### src/core/tcu_pkg.sv
// Behaviour
// - level bit 16 reported on dual-edge capture
// - overflow mode off stores counter value
// - overflow mode on saturates to 0xFFFF
// - divide field: 1, 2, 4 clocks
// - dead-time and filters share divided tick
// - bit 7 enables reload preload
// - mode 00 edge-aligned, direction bit counts
// - mode 01 flags only counting down
// - mode 10 flags only counting up
// - mode 11 flags both directions
// - direction gating only for compare channels
// - direction bit ignored when centre-aligned
// - run bit starts and stops counting
package tcu_pkg;
    // =========================================================
    // register map (byte addresses)
    // =========================================================
    localparam logic [7:0]  CTRL_OFFSET    = 8'h00;
    localparam logic [7:0]  RELOAD_OFFSET  = 8'h04;
    localparam logic [7:0]  COUNT_OFFSET   = 8'h08;
    localparam logic [7:0]  COMPARE_OFFSET = 8'h0C;
    localparam logic [7:0]  CAPTURE_OFFSET = 8'h10;
    localparam logic [7:0]  STATUS_OFFSET  = 8'h14;
    localparam logic [7:0]  MASK_OFFSET    = 8'h18;
    localparam logic [7:0]  CHMODE_OFFSET  = 8'h1C;
    // =========================================================
    // control fields
    // =========================================================
    localparam int          LEVEL_BIT      = 15;
    localparam int          SATURATE_BIT   = 14;
    localparam int          DIVIDE_LSB     = 8;
    localparam int          PRELOAD_BIT    = 7;
    localparam int          ALIGN_LSB      = 5;
    localparam int          DIR_BIT        = 4;
    localparam int          RUN_BIT        = 0;
    localparam logic [15:0] CTRL_WMASK     = 16'hC3F1;
    localparam logic [15:0] CTRL_RESET     = 16'h0000;
    localparam logic [15:0] RELOAD_RESET   = 16'hFFFF;
    localparam logic [15:0] SATURATE_VALUE = 16'hFFFF;
    localparam int          CAP_LEVEL_BIT  = 16;
    // status bits
    localparam int          ST_UPDATE      = 0;
    localparam int          ST_COMPARE     = 1;
    localparam int          ST_CAPTURE     = 2;
    localparam int          ST_WIDTH       = 3;
    localparam logic [1:0]  DIR_COMPARE    = 2'h0;

    typedef enum logic [1:0] {
        TCU_EDGE    = 2'b00,
        TCU_CENTER1 = 2'b01,
        TCU_CENTER2 = 2'b10,
        TCU_CENTER3 = 2'b11
    } tcu_align_t;

    typedef struct packed {
        logic       level_en;
        logic       saturate;
        logic [1:0] divide;
        logic       preload;
        tcu_align_t align;
        logic       down;
        logic       run;
    } tcu_ctrl_t;

    typedef struct packed {
        logic        valid;
        logic [16:0] value;
    } tcu_capture_t;
endpackage

### src/core/tcu_timer_control.sv
`timescale 1ns/1ps
module tcu_timer_control (
    input  wire logic        pclk,
    input  wire logic        presetn,
    input  wire logic        psel,
    input  wire logic        penable,
    input  wire logic        pwrite,
    input  wire logic [7:0]  paddr,
    input  wire logic [31:0] pwdata,
    output logic             pready,
    output logic [31:0]      prdata,
    output logic             pslverr,
    input  wire logic        capture_strobe,
    input  wire logic        capture_dual_edge,
    input  wire logic        capture_level,
    input  wire logic        run_trigger,
    output logic             sample_tick,
    output logic             irq
);
    // =========================================================
    // bus decode
    // =========================================================
    tcu_pkg::tcu_ctrl_t    ctrl_reg;
    tcu_pkg::tcu_capture_t cap_next;
    logic [15:0] reload_reg;
    logic [15:0] reload_shadow_reg;
    logic [15:0] count_reg;
    logic [15:0] compare_reg;
    logic [16:0] capture_reg;
    logic [1:0]  chmode_reg;
    logic        counting_down_reg;
    logic        overflowed_reg;
    logic [tcu_pkg::ST_WIDTH-1:0] status_reg;
    logic [tcu_pkg::ST_WIDTH-1:0] mask_reg;
    logic [tcu_pkg::ST_WIDTH-1:0] events;
    logic        wr;
    logic        rd;
    logic        tick;
    logic        update_evt;
    logic        compare_evt;
    logic        flag_ok;
    logic        eff_down;
    logic        mapped;
    logic [31:0] prdata_next;

    function automatic logic wr_to(input logic [7:0] off);
        wr_to = wr && (paddr == off);
    endfunction

    // =========================================================
    // control word layout
    // =========================================================
    // the struct holds only implemented bits, so reserved and
    // unmodelled low bits fall out as zero on every read
    function automatic logic [15:0] ctrl_pack(
        input tcu_pkg::tcu_ctrl_t c
    );
        ctrl_pack                           = 16'h0000;
        ctrl_pack[tcu_pkg::LEVEL_BIT]       = c.level_en;
        ctrl_pack[tcu_pkg::SATURATE_BIT]    = c.saturate;
        ctrl_pack[tcu_pkg::DIVIDE_LSB +: 2] = c.divide;
        ctrl_pack[tcu_pkg::PRELOAD_BIT]     = c.preload;
        ctrl_pack[tcu_pkg::ALIGN_LSB +: 2]  = c.align;
        ctrl_pack[tcu_pkg::DIR_BIT]         = c.down;
        ctrl_pack[tcu_pkg::RUN_BIT]         = c.run;
    endfunction

    function automatic tcu_pkg::tcu_ctrl_t ctrl_unpack(
        input logic [15:0] w
    );
        ctrl_unpack.level_en = w[tcu_pkg::LEVEL_BIT];
        ctrl_unpack.saturate = w[tcu_pkg::SATURATE_BIT];
        ctrl_unpack.divide   = w[tcu_pkg::DIVIDE_LSB +: 2];
        ctrl_unpack.preload  = w[tcu_pkg::PRELOAD_BIT];
        ctrl_unpack.align    =
            tcu_pkg::tcu_align_t'(w[tcu_pkg::ALIGN_LSB +: 2]);
        ctrl_unpack.down     = w[tcu_pkg::DIR_BIT];
        ctrl_unpack.run      = w[tcu_pkg::RUN_BIT];
    endfunction

    assign wr = psel && penable && pwrite;
    assign rd = psel && !penable && !pwrite;
    assign mapped = paddr inside {tcu_pkg::CTRL_OFFSET,
        tcu_pkg::RELOAD_OFFSET, tcu_pkg::COUNT_OFFSET,
        tcu_pkg::COMPARE_OFFSET, tcu_pkg::CAPTURE_OFFSET,
        tcu_pkg::STATUS_OFFSET, tcu_pkg::MASK_OFFSET,
        tcu_pkg::CHMODE_OFFSET};

    // zero wait states: pready raised in every access phase
    always_ff @(posedge pclk or negedge presetn) begin
        if (!presetn) begin
            pready  <= 1'b0;
            pslverr <= 1'b0;
        end else begin
            pready  <= psel && !penable;
            pslverr <= psel && !penable && !mapped;
        end
    end

    // read mux; unused upper bits stay zero
    always_comb begin
        prdata_next = 32'h0000_0000;
        unique case (paddr)
            tcu_pkg::CTRL_OFFSET:
                prdata_next[15:0] = ctrl_pack(ctrl_reg) &
                    tcu_pkg::CTRL_WMASK;
            tcu_pkg::RELOAD_OFFSET:  prdata_next[15:0] = reload_reg;
            tcu_pkg::COUNT_OFFSET:   prdata_next[15:0] = count_reg;
            tcu_pkg::COMPARE_OFFSET: prdata_next[15:0] = compare_reg;
            tcu_pkg::CAPTURE_OFFSET: prdata_next[16:0] = capture_reg;
            tcu_pkg::STATUS_OFFSET:
                prdata_next[tcu_pkg::ST_WIDTH-1:0] = status_reg;
            tcu_pkg::MASK_OFFSET:
                prdata_next[tcu_pkg::ST_WIDTH-1:0] = mask_reg;
            tcu_pkg::CHMODE_OFFSET:  prdata_next[1:0] = chmode_reg;
            default:                 prdata_next = 32'h0000_0000;
        endcase
    end

    // read data registered in setup, valid in access phase
    always_ff @(posedge pclk or negedge presetn) begin
        if (!presetn) begin
            prdata <= 32'h0000_0000;
        end else if (rd) begin
            prdata <= prdata_next;
        end
    end

    // =========================================================
    // configuration registers
    // =========================================================
    always_ff @(posedge pclk or negedge presetn) begin
        if (!presetn) begin
            ctrl_reg <= ctrl_unpack(tcu_pkg::CTRL_RESET);
        end else if (wr_to(tcu_pkg::CTRL_OFFSET)) begin
            // reserved bits 13:10 dropped on write
            ctrl_reg <= ctrl_unpack(pwdata[15:0]);
        end else if (run_trigger) begin
            ctrl_reg.run <= 1'b1;
        end
    end

    always_ff @(posedge pclk or negedge presetn) begin
        if (!presetn) begin
            compare_reg <= 16'h0000;
            chmode_reg  <= 2'h0;
            mask_reg    <= '0;
        end else begin
            if (wr_to(tcu_pkg::COMPARE_OFFSET)) begin
                compare_reg <= pwdata[15:0];
            end
            if (wr_to(tcu_pkg::CHMODE_OFFSET)) begin
                chmode_reg <= pwdata[1:0];
            end
            if (wr_to(tcu_pkg::MASK_OFFSET)) begin
                mask_reg <= pwdata[tcu_pkg::ST_WIDTH-1:0];
            end
        end
    end

    // software-visible reload; shadow is what the counter uses
    always_ff @(posedge pclk or negedge presetn) begin
        if (!presetn) begin
            reload_reg        <= tcu_pkg::RELOAD_RESET;
            reload_shadow_reg <= tcu_pkg::RELOAD_RESET;
        end else begin
            if (wr_to(tcu_pkg::RELOAD_OFFSET)) begin
                reload_reg <= pwdata[15:0];
            end
            if (!ctrl_reg.preload) begin
                reload_shadow_reg <= wr_to(tcu_pkg::RELOAD_OFFSET) ?
                    pwdata[15:0] : reload_reg;
            end else if (update_evt) begin
                reload_shadow_reg <= reload_reg;
            end
        end
    end

    // =========================================================
    // sampling clock
    // =========================================================
    tcu_tick_divider u_divider (
        .pclk    (pclk),
        .presetn (presetn),
        .divide  (ctrl_reg.divide),
        .tick    (tick)
    );

    // one tick feeds both dead-time and input filters
    always_ff @(posedge pclk or negedge presetn) begin
        if (!presetn) begin
            sample_tick <= 1'b0;
        end else begin
            sample_tick <= tick;
        end
    end

    // =========================================================
    // counter
    // =========================================================
    // direction bit only matters in edge-aligned mode
    assign eff_down = (ctrl_reg.align == tcu_pkg::TCU_EDGE) ?
        ctrl_reg.down : counting_down_reg;

    // centre modes flag one count early so the turn lands on
    // the reload value and on zero, not one step past them
    always_comb begin
        update_evt = 1'b0;
        if (ctrl_reg.run) begin
            if (ctrl_reg.align == tcu_pkg::TCU_EDGE) begin
                update_evt = eff_down ? (count_reg == 16'h0000)
                    : (count_reg >= reload_shadow_reg);
            end else begin
                update_evt = counting_down_reg ?
                    (count_reg <= 16'h0001)
                    : (count_reg >= reload_shadow_reg - 16'h0001);
            end
        end
    end

    // turn-around state; edge mode just mirrors the direction bit
    always_ff @(posedge pclk or negedge presetn) begin
        if (!presetn) begin
            counting_down_reg <= 1'b0;
        end else if (ctrl_reg.run && !wr_to(tcu_pkg::COUNT_OFFSET)) begin
            if (ctrl_reg.align == tcu_pkg::TCU_EDGE) begin
                counting_down_reg <= ctrl_reg.down;
            end else if (update_evt) begin
                counting_down_reg <= !counting_down_reg;
            end
        end
    end

    always_ff @(posedge pclk or negedge presetn) begin
        if (!presetn) begin
            count_reg <= 16'h0000;
        end else if (wr_to(tcu_pkg::COUNT_OFFSET)) begin
            count_reg <= pwdata[15:0];
        end else if (ctrl_reg.run) begin
            unique case (ctrl_reg.align)
                tcu_pkg::TCU_EDGE: begin
                    if (!eff_down) begin
                        count_reg <= update_evt ? 16'h0000
                            : count_reg + 16'h0001;
                    end else begin
                        count_reg <= update_evt ? reload_shadow_reg
                            : count_reg - 16'h0001;
                    end
                end
                default: begin
                    // turn around at the reload value and at zero
                    if (!counting_down_reg) begin
                        count_reg <= count_reg + 16'h0001;
                    end else begin
                        count_reg <= count_reg - 16'h0001;
                    end
                end
            endcase
        end
    end

    // =========================================================
    // compare flag gating
    // =========================================================
    always_comb begin
        unique case (ctrl_reg.align)
            tcu_pkg::TCU_EDGE:    flag_ok = 1'b1;
            tcu_pkg::TCU_CENTER1: flag_ok = eff_down;
            tcu_pkg::TCU_CENTER2: flag_ok = !eff_down;
            tcu_pkg::TCU_CENTER3: flag_ok = 1'b1;
        endcase
    end

    // only a compare-output channel has a compare flag at all
    assign compare_evt = ctrl_reg.run && (count_reg == compare_reg)
        && (chmode_reg == tcu_pkg::DIR_COMPARE) && flag_ok;

    // =========================================================
    // capture
    // =========================================================
    // overflow seen since the last capture; a capture in the
    // overflow cycle already saturates, so it consumes that one
    always_ff @(posedge pclk or negedge presetn) begin
        if (!presetn) begin
            overflowed_reg <= 1'b0;
        end else if (capture_strobe) begin
            overflowed_reg <= 1'b0;
        end else if (update_evt) begin
            overflowed_reg <= 1'b1;
        end
    end

    always_comb begin
        cap_next.valid = capture_strobe &&
            (chmode_reg != tcu_pkg::DIR_COMPARE);
        cap_next.value = {1'b0, count_reg};
        if (ctrl_reg.saturate && (overflowed_reg || update_evt)) begin
            cap_next.value[15:0] = tcu_pkg::SATURATE_VALUE;
        end
        if (ctrl_reg.level_en && capture_dual_edge) begin
            cap_next.value[tcu_pkg::CAP_LEVEL_BIT] = capture_level;
        end
    end

    always_ff @(posedge pclk or negedge presetn) begin
        if (!presetn) begin
            capture_reg <= 17'h0_0000;
        end else if (cap_next.valid) begin
            capture_reg <= cap_next.value;
        end
    end

    // =========================================================
    // interrupt status
    // =========================================================
    assign events = {cap_next.valid, compare_evt, update_evt};

    // set wins over a same-cycle write-one clear, so an event
    // landing on the clear write is never lost
    always_ff @(posedge pclk or negedge presetn) begin
        if (!presetn) begin
            status_reg <= '0;
        end else begin
            status_reg <= (status_reg & ~(wr_to(tcu_pkg::STATUS_OFFSET)
                ? pwdata[tcu_pkg::ST_WIDTH-1:0] : '0)) | events;
        end
    end

    always_ff @(posedge pclk or negedge presetn) begin
        if (!presetn) begin
            irq <= 1'b0;
        end else begin
            irq <= |((status_reg | events) & mask_reg);
        end
    end
endmodule // tcu_timer_control

### src/core/tcu_tick_divider.sv
`timescale 1ns/1ps
module tcu_tick_divider (
    input  wire logic       pclk,
    input  wire logic       presetn,
    input  wire logic [1:0] divide,
    output logic            tick
);
    logic [1:0] count_reg;
    logic [1:0] limit;

    always_comb begin
        unique case (divide)
            2'h0:    limit = 2'h0;
            2'h1:    limit = 2'h1;
            2'h2:    limit = 2'h3;
            // reserved code: hold the slowest legal rate
            default: limit = 2'h3;
        endcase
    end

    always_ff @(posedge pclk or negedge presetn) begin
        if (!presetn) begin
            count_reg <= 2'h0;
            tick      <= 1'b0;
        end else begin
            tick <= (count_reg >= limit);
            if (count_reg >= limit) begin
                count_reg <= 2'h0;
            end else begin
                count_reg <= count_reg + 2'h1;
            end
        end
    end
endmodule // tcu_tick_divider

### config.mk
export PLATFORM = sky130hd
export DESIGN_NAME = tcu_timer_control
export DESIGN_NICKNAME = d
export VERILOG_FILES = /design/src/core/tcu_pkg.sv /design/src/core/tcu_timer_control.sv /design/src/core/tcu_tick_divider.sv
export SDC_FILE = /design/constraint.sdc
export NUM_CORES = 1
export LEC_CHECK = 0
export BUFFER_PORTS_ARGS = -buffer_cell sky130_fd_sc_hd__buf_2
export CORE_ASPECT_RATIO = 1.1
export CORE_MARGIN = 2
export CORE_UTILIZATION = 65
export DETAILED_ROUTE_END_ITERATION = 6
export GPL_ROUTABILITY_DRIVEN = 1
export GPL_TIMING_DRIVEN = 0
export PLACE_DENSITY = 0.95
export SLEW_MARGIN = 30
export SYNTH_ARGS = -nofsm -noshare
export SYNTH_HDL_FRONTEND = slang
export SYNTH_SLANG_ARGS = --single-unit
### constraint.sdc
create_clock -name pclk -period 6.5 [get_ports pclk]
set_input_delay 0.975 -clock pclk [delete_from_list [all_inputs] [get_ports pclk]]
set_output_delay 0.975 -clock pclk [all_outputs]
set_load 0.005 [all_outputs]
* Word-level counts from Yosys, hierarchy flattened *
Index checks and enable logic that the tools add are counted.

cells by class
  multiply operators = 0
  eq/ne operators = 13
  shifts and indexed selects = 0
  bitwise operators = 5
  add/sub/neg operators = 4
  $lt $le $gt $ge = 4
  div/mod/pow operators = 0
  reduce and logical (&&, ||, !) cells = 40
  multiplexer cells = 31

operators by type and width
  operator                                              number
  2-to-1 mux 16 bit                                     11
  case mux 13 bit (5 select lines)                      1
  equality test 8 x 5 -> 1 bit, second input constant   4
  >= comparator 16 bit                                  2
  subtractor 16 x 1 -> 16 bit, second input constant    2
  logical AND 1 bit                                     19
  adder 16 x 1 -> 16 bit, second input constant         1
  equality test 16 bit                                  1
  equality test 8 x 4 -> 1 bit, second input constant   2
  <= comparator 16 x 1 -> 1 bit, second input constant  1
  logical NOT 16 bit                                    1
  case mux 2 bit (8 select lines)                       1
  2-to-1 mux 1 bit                                      13
  nonzero test 2 bit                                    5
  equality test 8 x 3 -> 1 bit, second input constant   1
  logical NOT 8 bit                                     1
  nonzero test 8 bit                                    1
  bitwise AND 3 bit                                     2
  logical NOT 1 bit                                     6
  logical NOT 2 bit                                     3
  bitwise OR 3 bit                                      2
  case mux 1 bit (6 select lines)                       1
  equality test 2 x 1 -> 1 bit, second input constant   2
  equality test 2 bit, second input constant            2
  12 further kinds                                      12

storage, ports and cells
  output and inout port bits = 36
  memory bits (writable) = 0
  memory bits (read-only) = 0
  bits in latches = 0
  bits of input ports = 49
  memories kept = 0
  register bits = 124
  logic and storage cells = 121

* Logic depth before layout (Yosys ltp) *
Gate-level depths: netlist (run 1).

  depth after elaboration = 10
  depth in mapped cells = 16
  depth with buffers taken out = 14

* Cells and area by module *
From an unflattened synthesis (run 1), not the netlist that was laid out.

second synthesis, totals
  cells, all modules = 860
  area, all modules = 8136.6 sq um

modules (own cells, without submodules)
  module             area an instance (sq um)  seq. area each (sq um)  cells an instance  instances
  tcu_timer_control  7972.6                    3067.9                  847                1
  tcu_tick_divider   163.9                     75.1                    13                 1

* Least setup slack after synthesis (run 1) *
Ideal clock, no wire load.

  kind = register to register
  from = register reload_shadow_reg[4]
  to = register count_reg[7]
  data required time = 6.370 ns
  period minus slack after synthesis = 3.377 ns
  slack = 3.123 ns
  setup time = 0.130 ns
  buffers on the path = 1
  cell stages (with the launch flop) = 16
  arrival time = 3.247 ns
  cells stage by stage = dfstp_2 -> nor3_1 -> nand2_1 -> nor4_1 -> nand3_1 -> nor4_1 -> xnor2_1 -> ha_1 -> nand4_1 -> nor4_1 -> nand3b_1 -> a31oi_4 -> buf_4 -> a21oi_1 -> a311oi_1 -> o22ai_1

on the way
  longest elaborated chain between the ends = 10
  elaborated cells on any way between the ends = 13
  those cells by class = add/sub: 1; order compare: 2; mux: 10

RTL lines
  item                                  RTL line                                            RTL
  from (decl)                           tcu_timer_control.sv:26                             logic [15:0] reload_shadow_reg;
  from (signal assigned)                tcu_timer_control.sv:165                            reload_shadow_reg <= tcu_pkg::RELOAD_RESET;
  from (signal assigned)                tcu_timer_control.sv:171                            reload_shadow_reg <= wr_to(tcu_pkg::RELOAD_OFFSET) ?
  from (signal assigned)                tcu_timer_control.sv:174                            reload_shadow_reg <= reload_reg;
  subtractor 16 x 1 -> 16 bit           tcu_timer_control.sv:216                            : (count_reg >= reload_shadow_reg - 16'h0001);
  >= comparator 16 bit                  tcu_timer_control.sv:216
  2-to-1 mux 1 bit                      tcu_timer_control.sv:214                            update_evt = counting_down_reg ?
  2-to-1 mux 1 bit (*)                  tcu_timer_control.sv:210                            if (ctrl_reg.align == tcu_pkg::TCU_EDGE) begin
  2-to-1 mux 1 bit (*)                  tcu_timer_control.sv:209                            if (ctrl_reg.run) begin
  2-to-1 mux 16 bit (on tied branches)  tcu_timer_control.sv:243, tcu_timer_control.sv:246
  2-to-1 mux 16 bit (*)                 tcu_timer_control.sv:242                            if (!eff_down) begin
  2-to-1 mux 16 bit (*)                 tcu_timer_control.sv:240                            unique case (ctrl_reg.align)
  2-to-1 mux 16 bit (*)                 tcu_timer_control.sv:239                            end else if (ctrl_reg.run) begin
  2-to-1 mux 16 bit (*)                 tcu_timer_control.sv:237                            end else if (wr_to(tcu_pkg::COUNT_OFFSET)) begin
  to (signal assigned)                  tcu_timer_control.sv:238                            count_reg <= pwdata[15:0];
  to (signal assigned)                  tcu_timer_control.sv:243                            count_reg <= update_evt ? 16'h0000
  to (signal assigned)                  tcu_timer_control.sv:246                            count_reg <= update_evt ? reload_shadow_reg
  to (decl)                             tcu_timer_control.sv:27                             logic [15:0] count_reg;

Mark *: on every way between the ends. The rest lies on a longest branch, timed or not. The select of a mux whose other input is x is not followed.
A chain may end at the register's enable or synchronous reset.

* Final worst setup path (run 1) *
  from = register reload_shadow_reg[4]
  to = register reload_shadow_reg[10]

on the way
  longest elaborated chain between the ends = 6
  elaborated cells on any way between the ends = 8
  those cells by class = add/sub: 1; order compare: 2; eq/ne: 1; mux: 4

RTL lines
  item                                          RTL line
  subtractor 16 x 1 -> 16 bit                   tcu_timer_control.sv:216
  >= comparator 16 bit                          tcu_timer_control.sv:216
  2-to-1 mux 1 bit                              tcu_timer_control.sv:214
  2-to-1 mux 1 bit (*)                          tcu_timer_control.sv:210
  2-to-1 mux 1 bit (*)                          tcu_timer_control.sv:209
  inequality test 2 x 1 -> 1 bit (no line) (*)  --

Mark *: on every way between the ends. The rest lies on a longest branch, timed or not.

==> qor.yml, run 1 <==
clock_skew_ns: 0.0123
pwr-share-comb_pct: 34.9
finalCritPeriodShare_pct: 68.1
pwr-share-seq_pct: 32.9
p_total_mw: 3.04
powerDensity_nw_per_um2: 327
setup_viol: 0
rr_worst_depth: 16
tightest_slew_ns: 0.935
yosysSeqAreaShare_pct: 38.7
io_buffers: 52
end_kind: "flop"
antenna_left: 0
wirelength_um: 28000
clkPwrFrac_pct: 32.1
r2r_start: "reload_shadow_reg[4]"
critPathKind: "reg2reg"
hpwl_um: 18300
via_per_inst: 7.24
final_util_pct: 76.9
critical_path.max_fanout: 10
tns_ns: 0
yosys_warnings: 0
cp.arrival_ns: 4.75
holdCritPathClass: "reg2reg"
chipWidth_um: 111
fmax_mhz: 226
synth_cell_types: 67
vias: 8211
avgSynthCellArea_um2: 9.22
hold-path-endpoint: "sample_tick"
required_ns: 6.82
rows: 42
drtIter0Drc: 1236
worstSkewPairLatency_ns: 0.43
startpoint_type: "flop"
fp.dieH_um: 121
place_congestion: 1.04
initial_core_util_pct: 67.1
setup_slack_ns: 2.07
p_int_mw: 1.86
wire_per_inst_um: 24.7
cts_made_buffers: 17
ios: 85
layout_min_cycle_time_ns: 4.43
area_growth_pct: 14.5
fillers: 740
first_global_vias: 8171
hold_viol_final: 0
clk_pin_slew_ns: 0.07
grt_util_all_layers_pct: 42.4
antenna_found_initial: 0
p_leak_nw: 3.88
grt_max_degree: 69
syn-cell-area_um2: 8110
grt_first_pass_wirelength_um: 43900
cts_resized: 0
final_cells: 1134
dr.pass1.iters: 7
slew_viol_final: 0
diodes: 0
regToRegEndpoint: "reload_shadow_reg[10]"
die_area_um2: 13400
status: "finished with violations"
slew_headroom_pct: 37.2
switchingPower_mw: 1.18
htree_levels: 4
route.detailed.drc: 35
ys_ff_latch: 124
layout.nets: 1057
core_um2: 12100
r2r_setup_slack_ns: 2.07
cap_viol_max_count: 0
hold_start: "u_divider.tick"
ys.flop_type: "dfrtp_1"
pre_cts_ws_ns: 2.24
clkSinkCount: 124
drive_gt1_share_pct: 20.8
crit_start: "reload_shadow_reg[4]"
post-cts-setup-buffer-count: 0
switching_share_pct: 38.9
violations: "design-rule violations"
grt-ovfl-total: 0
root_buffer: "clkbuf_16"
synthArstFlopShare_pct: 100
synth_edf_count: 0
vdd_drop_max_mv: 0.243
holdPathStages: 0
synthCells: 880
cts.path.max_buffers: 2
cts_tree: "built"
rsz0062_at_grt: "no"
place_inst: 1102
hold_buffers: 0
final cells by class:
class,instances,area [µm²],area share (%)
Buffer,72,372,4.00
Timing Repair Buffer,54,305,3.29
Sequential cell,124,3140,33.8
Tap cell,154,193,2.07
Clock inverter,15,165,1.78
Clock buffer,17,425,4.58
Inverter,31,116,1.25
Multi-Input combinational cell,667,4570,49.2
kinds of logic (layout without fill, tap and decap cells):
| kind of cell | count (synthesis) | count (layout) | share of synthesized area, % |
|---|---|---|---|
| AO/OA/AOI/OAI | 227 | 227 | 19.4 |
| buffers and inverters | 103 | 189 | 6.01 |
| flip-flops | 124 | 124 | 38.7 |
| multiplexers | 49 | 49 | 6.69 |
| adder cells (fa/ha/maj) | 41 | 41 | 6.32 |
| XOR/XNOR | 65 | 65 | 7.02 |
| other | 1 | 15 | 0.0462 |
| AND/OR/NAND/NOR | 270 | 270 | 15.8 |
power groups by stage:
stage                     clock [mW]  combinational [mW]  sequential, mW
final                          0.976                1.06            1.00
after detailed placement           0               0.999           0.999
after global routing           0.993                1.15            1.01
after global placement             0               0.966           0.992
after CTS                      0.959                1.02           0.991
after floorplan                    0               0.729           0.966
critical path, stage by stage, from the launching register on:
cell and delay, ns:
dfstp_2 0.39, nor3_1 0.35, nand2_1 0.17, nor4_1 0.37
nand3_1 0.23, nor4_1 0.27, xnor2_1 0.11, ha_1 0.30
nand4_1 0.19, nor4_1 0.41, nand3b_1 0.23, a31oi_4 0.45
nand2_1 0.13, buf_2 0.23, buf_2 0.21, nand2_1 0.12
a31oi_1 0.12
Yosys cell counts (9+ instances only):
library cell | count | area share, %
nor2_1 | 74 | 3.4
clkbuf_1 | 38 | 1.8
dfstp_2 | 32 | 10
mux2_2 | 42 | 5.8
o21ai_0 | 37 | 2.3
nand2b_1 | 11 | 0.85
a31oi_1 | 36 | 2.8
o22a_1 | 16 | 1.7
buf_4 | 18 | 1.7
nand2_1 | 83 | 3.8
dfrtp_1 | 92 | 28
a22oi_1 | 24 | 2.2
xnor2_1 | 34 | 3.7
xor2_1 | 31 | 3.3
nor4_1 | 13 | 1.0
inv_1 | 30 | 1.4
nor3_1 | 28 | 1.7
buf_1 | 9 | 0.42
ha_1 | 41 | 6.3
a21oi_1 | 40 | 2.5
nand4_1 | 13 | 1.0
nand3_1 | 19 | 1.2
metal layers:
metal / vias up / routed length, µm / track usage, %
li1: 3357 / - / -
met1: 3778 / 9500 / 50.2
met2: 827 / 12600 / 67.4
met3: 249 / 3620 / 11.7
met4: 0 / 2280 / 29.7
met5: - / 0 / 0
how the worst max path moves through the flow:
| stage | end | slack (ns) | cells after the start |
|---|---|---|---|
| final | reload_shadow_reg[10] | 2.07 | 16 |
| after global routing | count_reg[2] | 1.86 | 15 |
| after CTS | count_reg[2] | 2.18 | 15 |
| after detailed placement | count_reg[2] | 2.24 | 15 |
| after global placement | count_reg[1] | 2.37 | 15 |
| after floorplan | count_reg[7] | 3.12 | 15 |
through the flow:
stage / area, µm² / hold slack, ns
2_1_floorplan: 8170 / 0.331
3_3_place_gp: 8620 / 0.345
3_5_place_dp: 8690 / 0.338
4_1_cts: 9280 / 0.377
5_1_grt: 9290 / 0.379
6_report: 9290 / 0.372
cells in the final DEF (no fill, tap or decap), drive strengths merged, types with 6 or more instances in the layout:
master  synthesis  routed
nand2b         11      11
o211ai          6       6
nor3           28      28
a21oi          41      41
clkbuf         38      55
conb            1      15
xnor2          34      34
nor4           16      16
nand2          83      83
or3             6       6
dfstp          32      32
nand4          13      13
a22oi          24      24
a222oi          8       8
clkinv          1       7
buf            34      88
o21ai          41      41
ha             41      41
inv            30      34
mux2i           7       7
a21o            7       7
nand3          19      19
o22a           16      16
dfrtp          92      92
a211oi          8       8
mux2           42      42
nor2           75      75
a31oi          37      37
xor2           31      31
Power figures use the tool's default switching activity.
==> run 2: changes to the inputs <==
Settings changed: CORE_UTILIZATION 65 to 60, PLACE_DENSITY 0.95 to 0.93.
Clock period 6.5 ns to 4.5 ns, I/O delays scaled along.
==> run 2 against run 1 <==
The run now ends clean. Via count is 4.9% lower. Clock power is 51% higher. Hold slack worse by 0.22 ns. Largest power group unchanged.
==> qor.yml, run 2 (synthesis results as in run 1) <==
final_util_pct: 70.8  # -6.1 points
clkSinkCount: 124  # unchanged
wire_per_inst_um: 23.1  # -6.4%
vdd_drop_max_mv: 0.379  # +56%
timing.hold.ws_ns: 0.152  # -0.220 ns
initial_core_util_pct: 61.4  # -5.7 points
antenna_left: 0  # unchanged
hold_viol_final: 0  # unchanged
diodes: 0  # unchanged
dr.pass1.iters: 6  # -1
holdCritPathClass: "in2async"
grt_max_degree: 78  # +13%
slew_headroom_pct: 36.5  # -0.71 points
area_growth_pct: 15.2
crit_start: "reload_shadow_reg[4]"
clock_skew_ns: 0.0108  # -0.00154 ns
hpwl_um: 19000  # +3.5%
die_area_um2: 14500  # +8.0%
cts.path.max_buffers: 2  # unchanged
powerDensity_nw_per_um2: 474  # +45%
layout.nets: 1058  # +0.095%
root_buffer: "clkbuf_16"
tns_ns: 0  # unchanged
first_global_vias: 7819  # -4.3%
slew_viol_final: 0  # unchanged
fp.dieH_um: 126  # +3.9%
wl_met2_um: 12500  # -0.60%
core_um2: 13200  # +9.3%
critPathKind: "reg2reg"
place_congestion: 0.956  # -8.4%
critical_path.max_fanout: 10  # unchanged
place_inst: 1109  # +0.64%
drtIter0Drc: 1055  # -15%
worstSkewPairLatency_ns: 0.42  # about the same
p_leak_nw: 3.89  # +0.46%
grt_first_pass_wirelength_um: 41900  # -4.8%
rows: 44  # +4.8%
end_kind: "flop"
cap_viol_max_count: 0  # unchanged
cts_tree: "built"
finalCritPeriodShare_pct: 91.8  # +24 points
drive_gt1_share_pct: 21.1  # +0.28 points
required_ns: 4.83  # -1.99 ns
wirelength_um: 26400  # -5.7%
cts_made_buffers: 17  # unchanged
io_buffers: 52  # unchanged
chipWidth_um: 115  # +3.9%
layout_min_cycle_time_ns: 4.13  # -0.299 ns
cp.arrival_ns: 4.46  # -0.29 ns
r2r_start: "reload_shadow_reg[4]"
setup_viol: 0  # unchanged
final_common_cell: "dfrtp_1"
fillers: 942  # +27%
met1Wirelength_um: 9440  # -0.64%
maxUsedRoutingLayer: "met4"
ios: 85  # unchanged
rsz0062_at_grt: "no"
grt-ovfl-total: 0  # unchanged
p_total_mw: 4.44  # +46%
grt_util_all_layers_pct: 37.8  # -4.6 points
startpoint_type: "flop"
status: "complete, no violations"
htree_levels: 4  # unchanged
clk_pin_slew_ns: 0.06  # about the same
via_per_inst: 6.84  # -5.6%
final_cell_mix: "dfrtp_1 (92), nand2_1 (83), nor2_1 (74)"
final_cells: 1142  # +0.71%
tightest_slew_ns: 0.945  # +0.0106 ns
fmax_mhz: 242  # +7.2%
antenna_found_initial: 0  # unchanged
vias: 7809  # -4.9%
route.detailed.drc: 0  # -100%
met3_length_um: 2730  # -25%
-- run 2: cell types whose count changed in the layout (fill, tap and decap cells not counted) --
cell        before  now
nor4_2           2    3
bufinv_16        2    3
clkbuf_8         0    1
nor3_2           2    3
inv_6            3    4
nor4_1          12   11
nor3_1          26   25
clkinv_2         2    0
clkinvlp_4       3    4
clkinv_4         4    2
buf_4           19   20
-- run 2: stage by stage --
stage	setup slack [ns]	area (µm²)
after floorplan	1.12	8170
after global placement	0.284	8630
after detailed placement	0.153	8690
after CTS	0.134	9310
after global routing	0.0938	9350
final	0.369	9350
-- run 2: final cells by class --
type | count | area (µm²) | area share, %
Clock buffer | 18 | 439 | 4.70
Buffer | 72 | 372 | 3.97
Inverter | 31 | 116 | 1.24
Multi-Input combinational cell | 667 | 4580 | 49.0
Timing Repair Buffer | 55 | 313 | 3.35
Tap cell | 161 | 201 | 2.15
Sequential cell | 124 | 3140 | 33.6
Clock inverter | 14 | 184 | 1.97
-- run 2: final timing paths --
| kind | to | slack [ns] | depth (start not counted) |
|---|---|---|---|
| max | reload_shadow_reg[15] | 0.37 | 16 |
| min | u_divider.count_reg[0] | 0.15 | 1 |
| max reg2reg | reload_shadow_reg[15] | 0.37 | 16 |
| min reg2reg | sample_tick | 0.35 | 0 |
| max in group asynchronous | reload_reg[1] | 3.61 | 2 |
| min in group pclk | sample_tick | 0.35 | 0 |
-- run 2: repair_timing --
| item | 4_1_cts | 5_1_grt |
|---|---|---|
| setup buffers | 0 | 1 |
| hold endpoints to repair | 0 | 0 |
| setup endpoints to repair | 0 | 50 |
| hold buffers | 0 | 0 |
| gates resized for setup | 0 | 2 |
-- run 2: layer usage --
metal / vias up / GRT usage, %
met2: 591 / 60.2
met4: 0 / 23.8
met3: 156 / 7.60
met5: - / 0
met1: 3710 / 46.8
li1: 3352 / -
-- run 2: worst max-delay path: stages, from the launching register on --
cell and delay [ns]:
dfstp_2 0.39, nor3_2 0.23, nand2_1 0.15, nor4_2 0.28
nand3_1 0.22, nor3_1 0.28, xnor2_1 0.12, ha_1 0.32
nand4_1 0.20, nor4_1 0.41, nand3b_1 0.23, a31o_1 0.39
nor2_4 0.19, buf_6 0.19, buf_6 0.17, nand2_1 0.07
a31oi_1 0.20
-- run 2: report_power, final --
group	switching [mW]	internal, mW
registers	0.163	1.27
clock network	0.569	0.898
logic	0.941	0.590
total	1.67	2.76
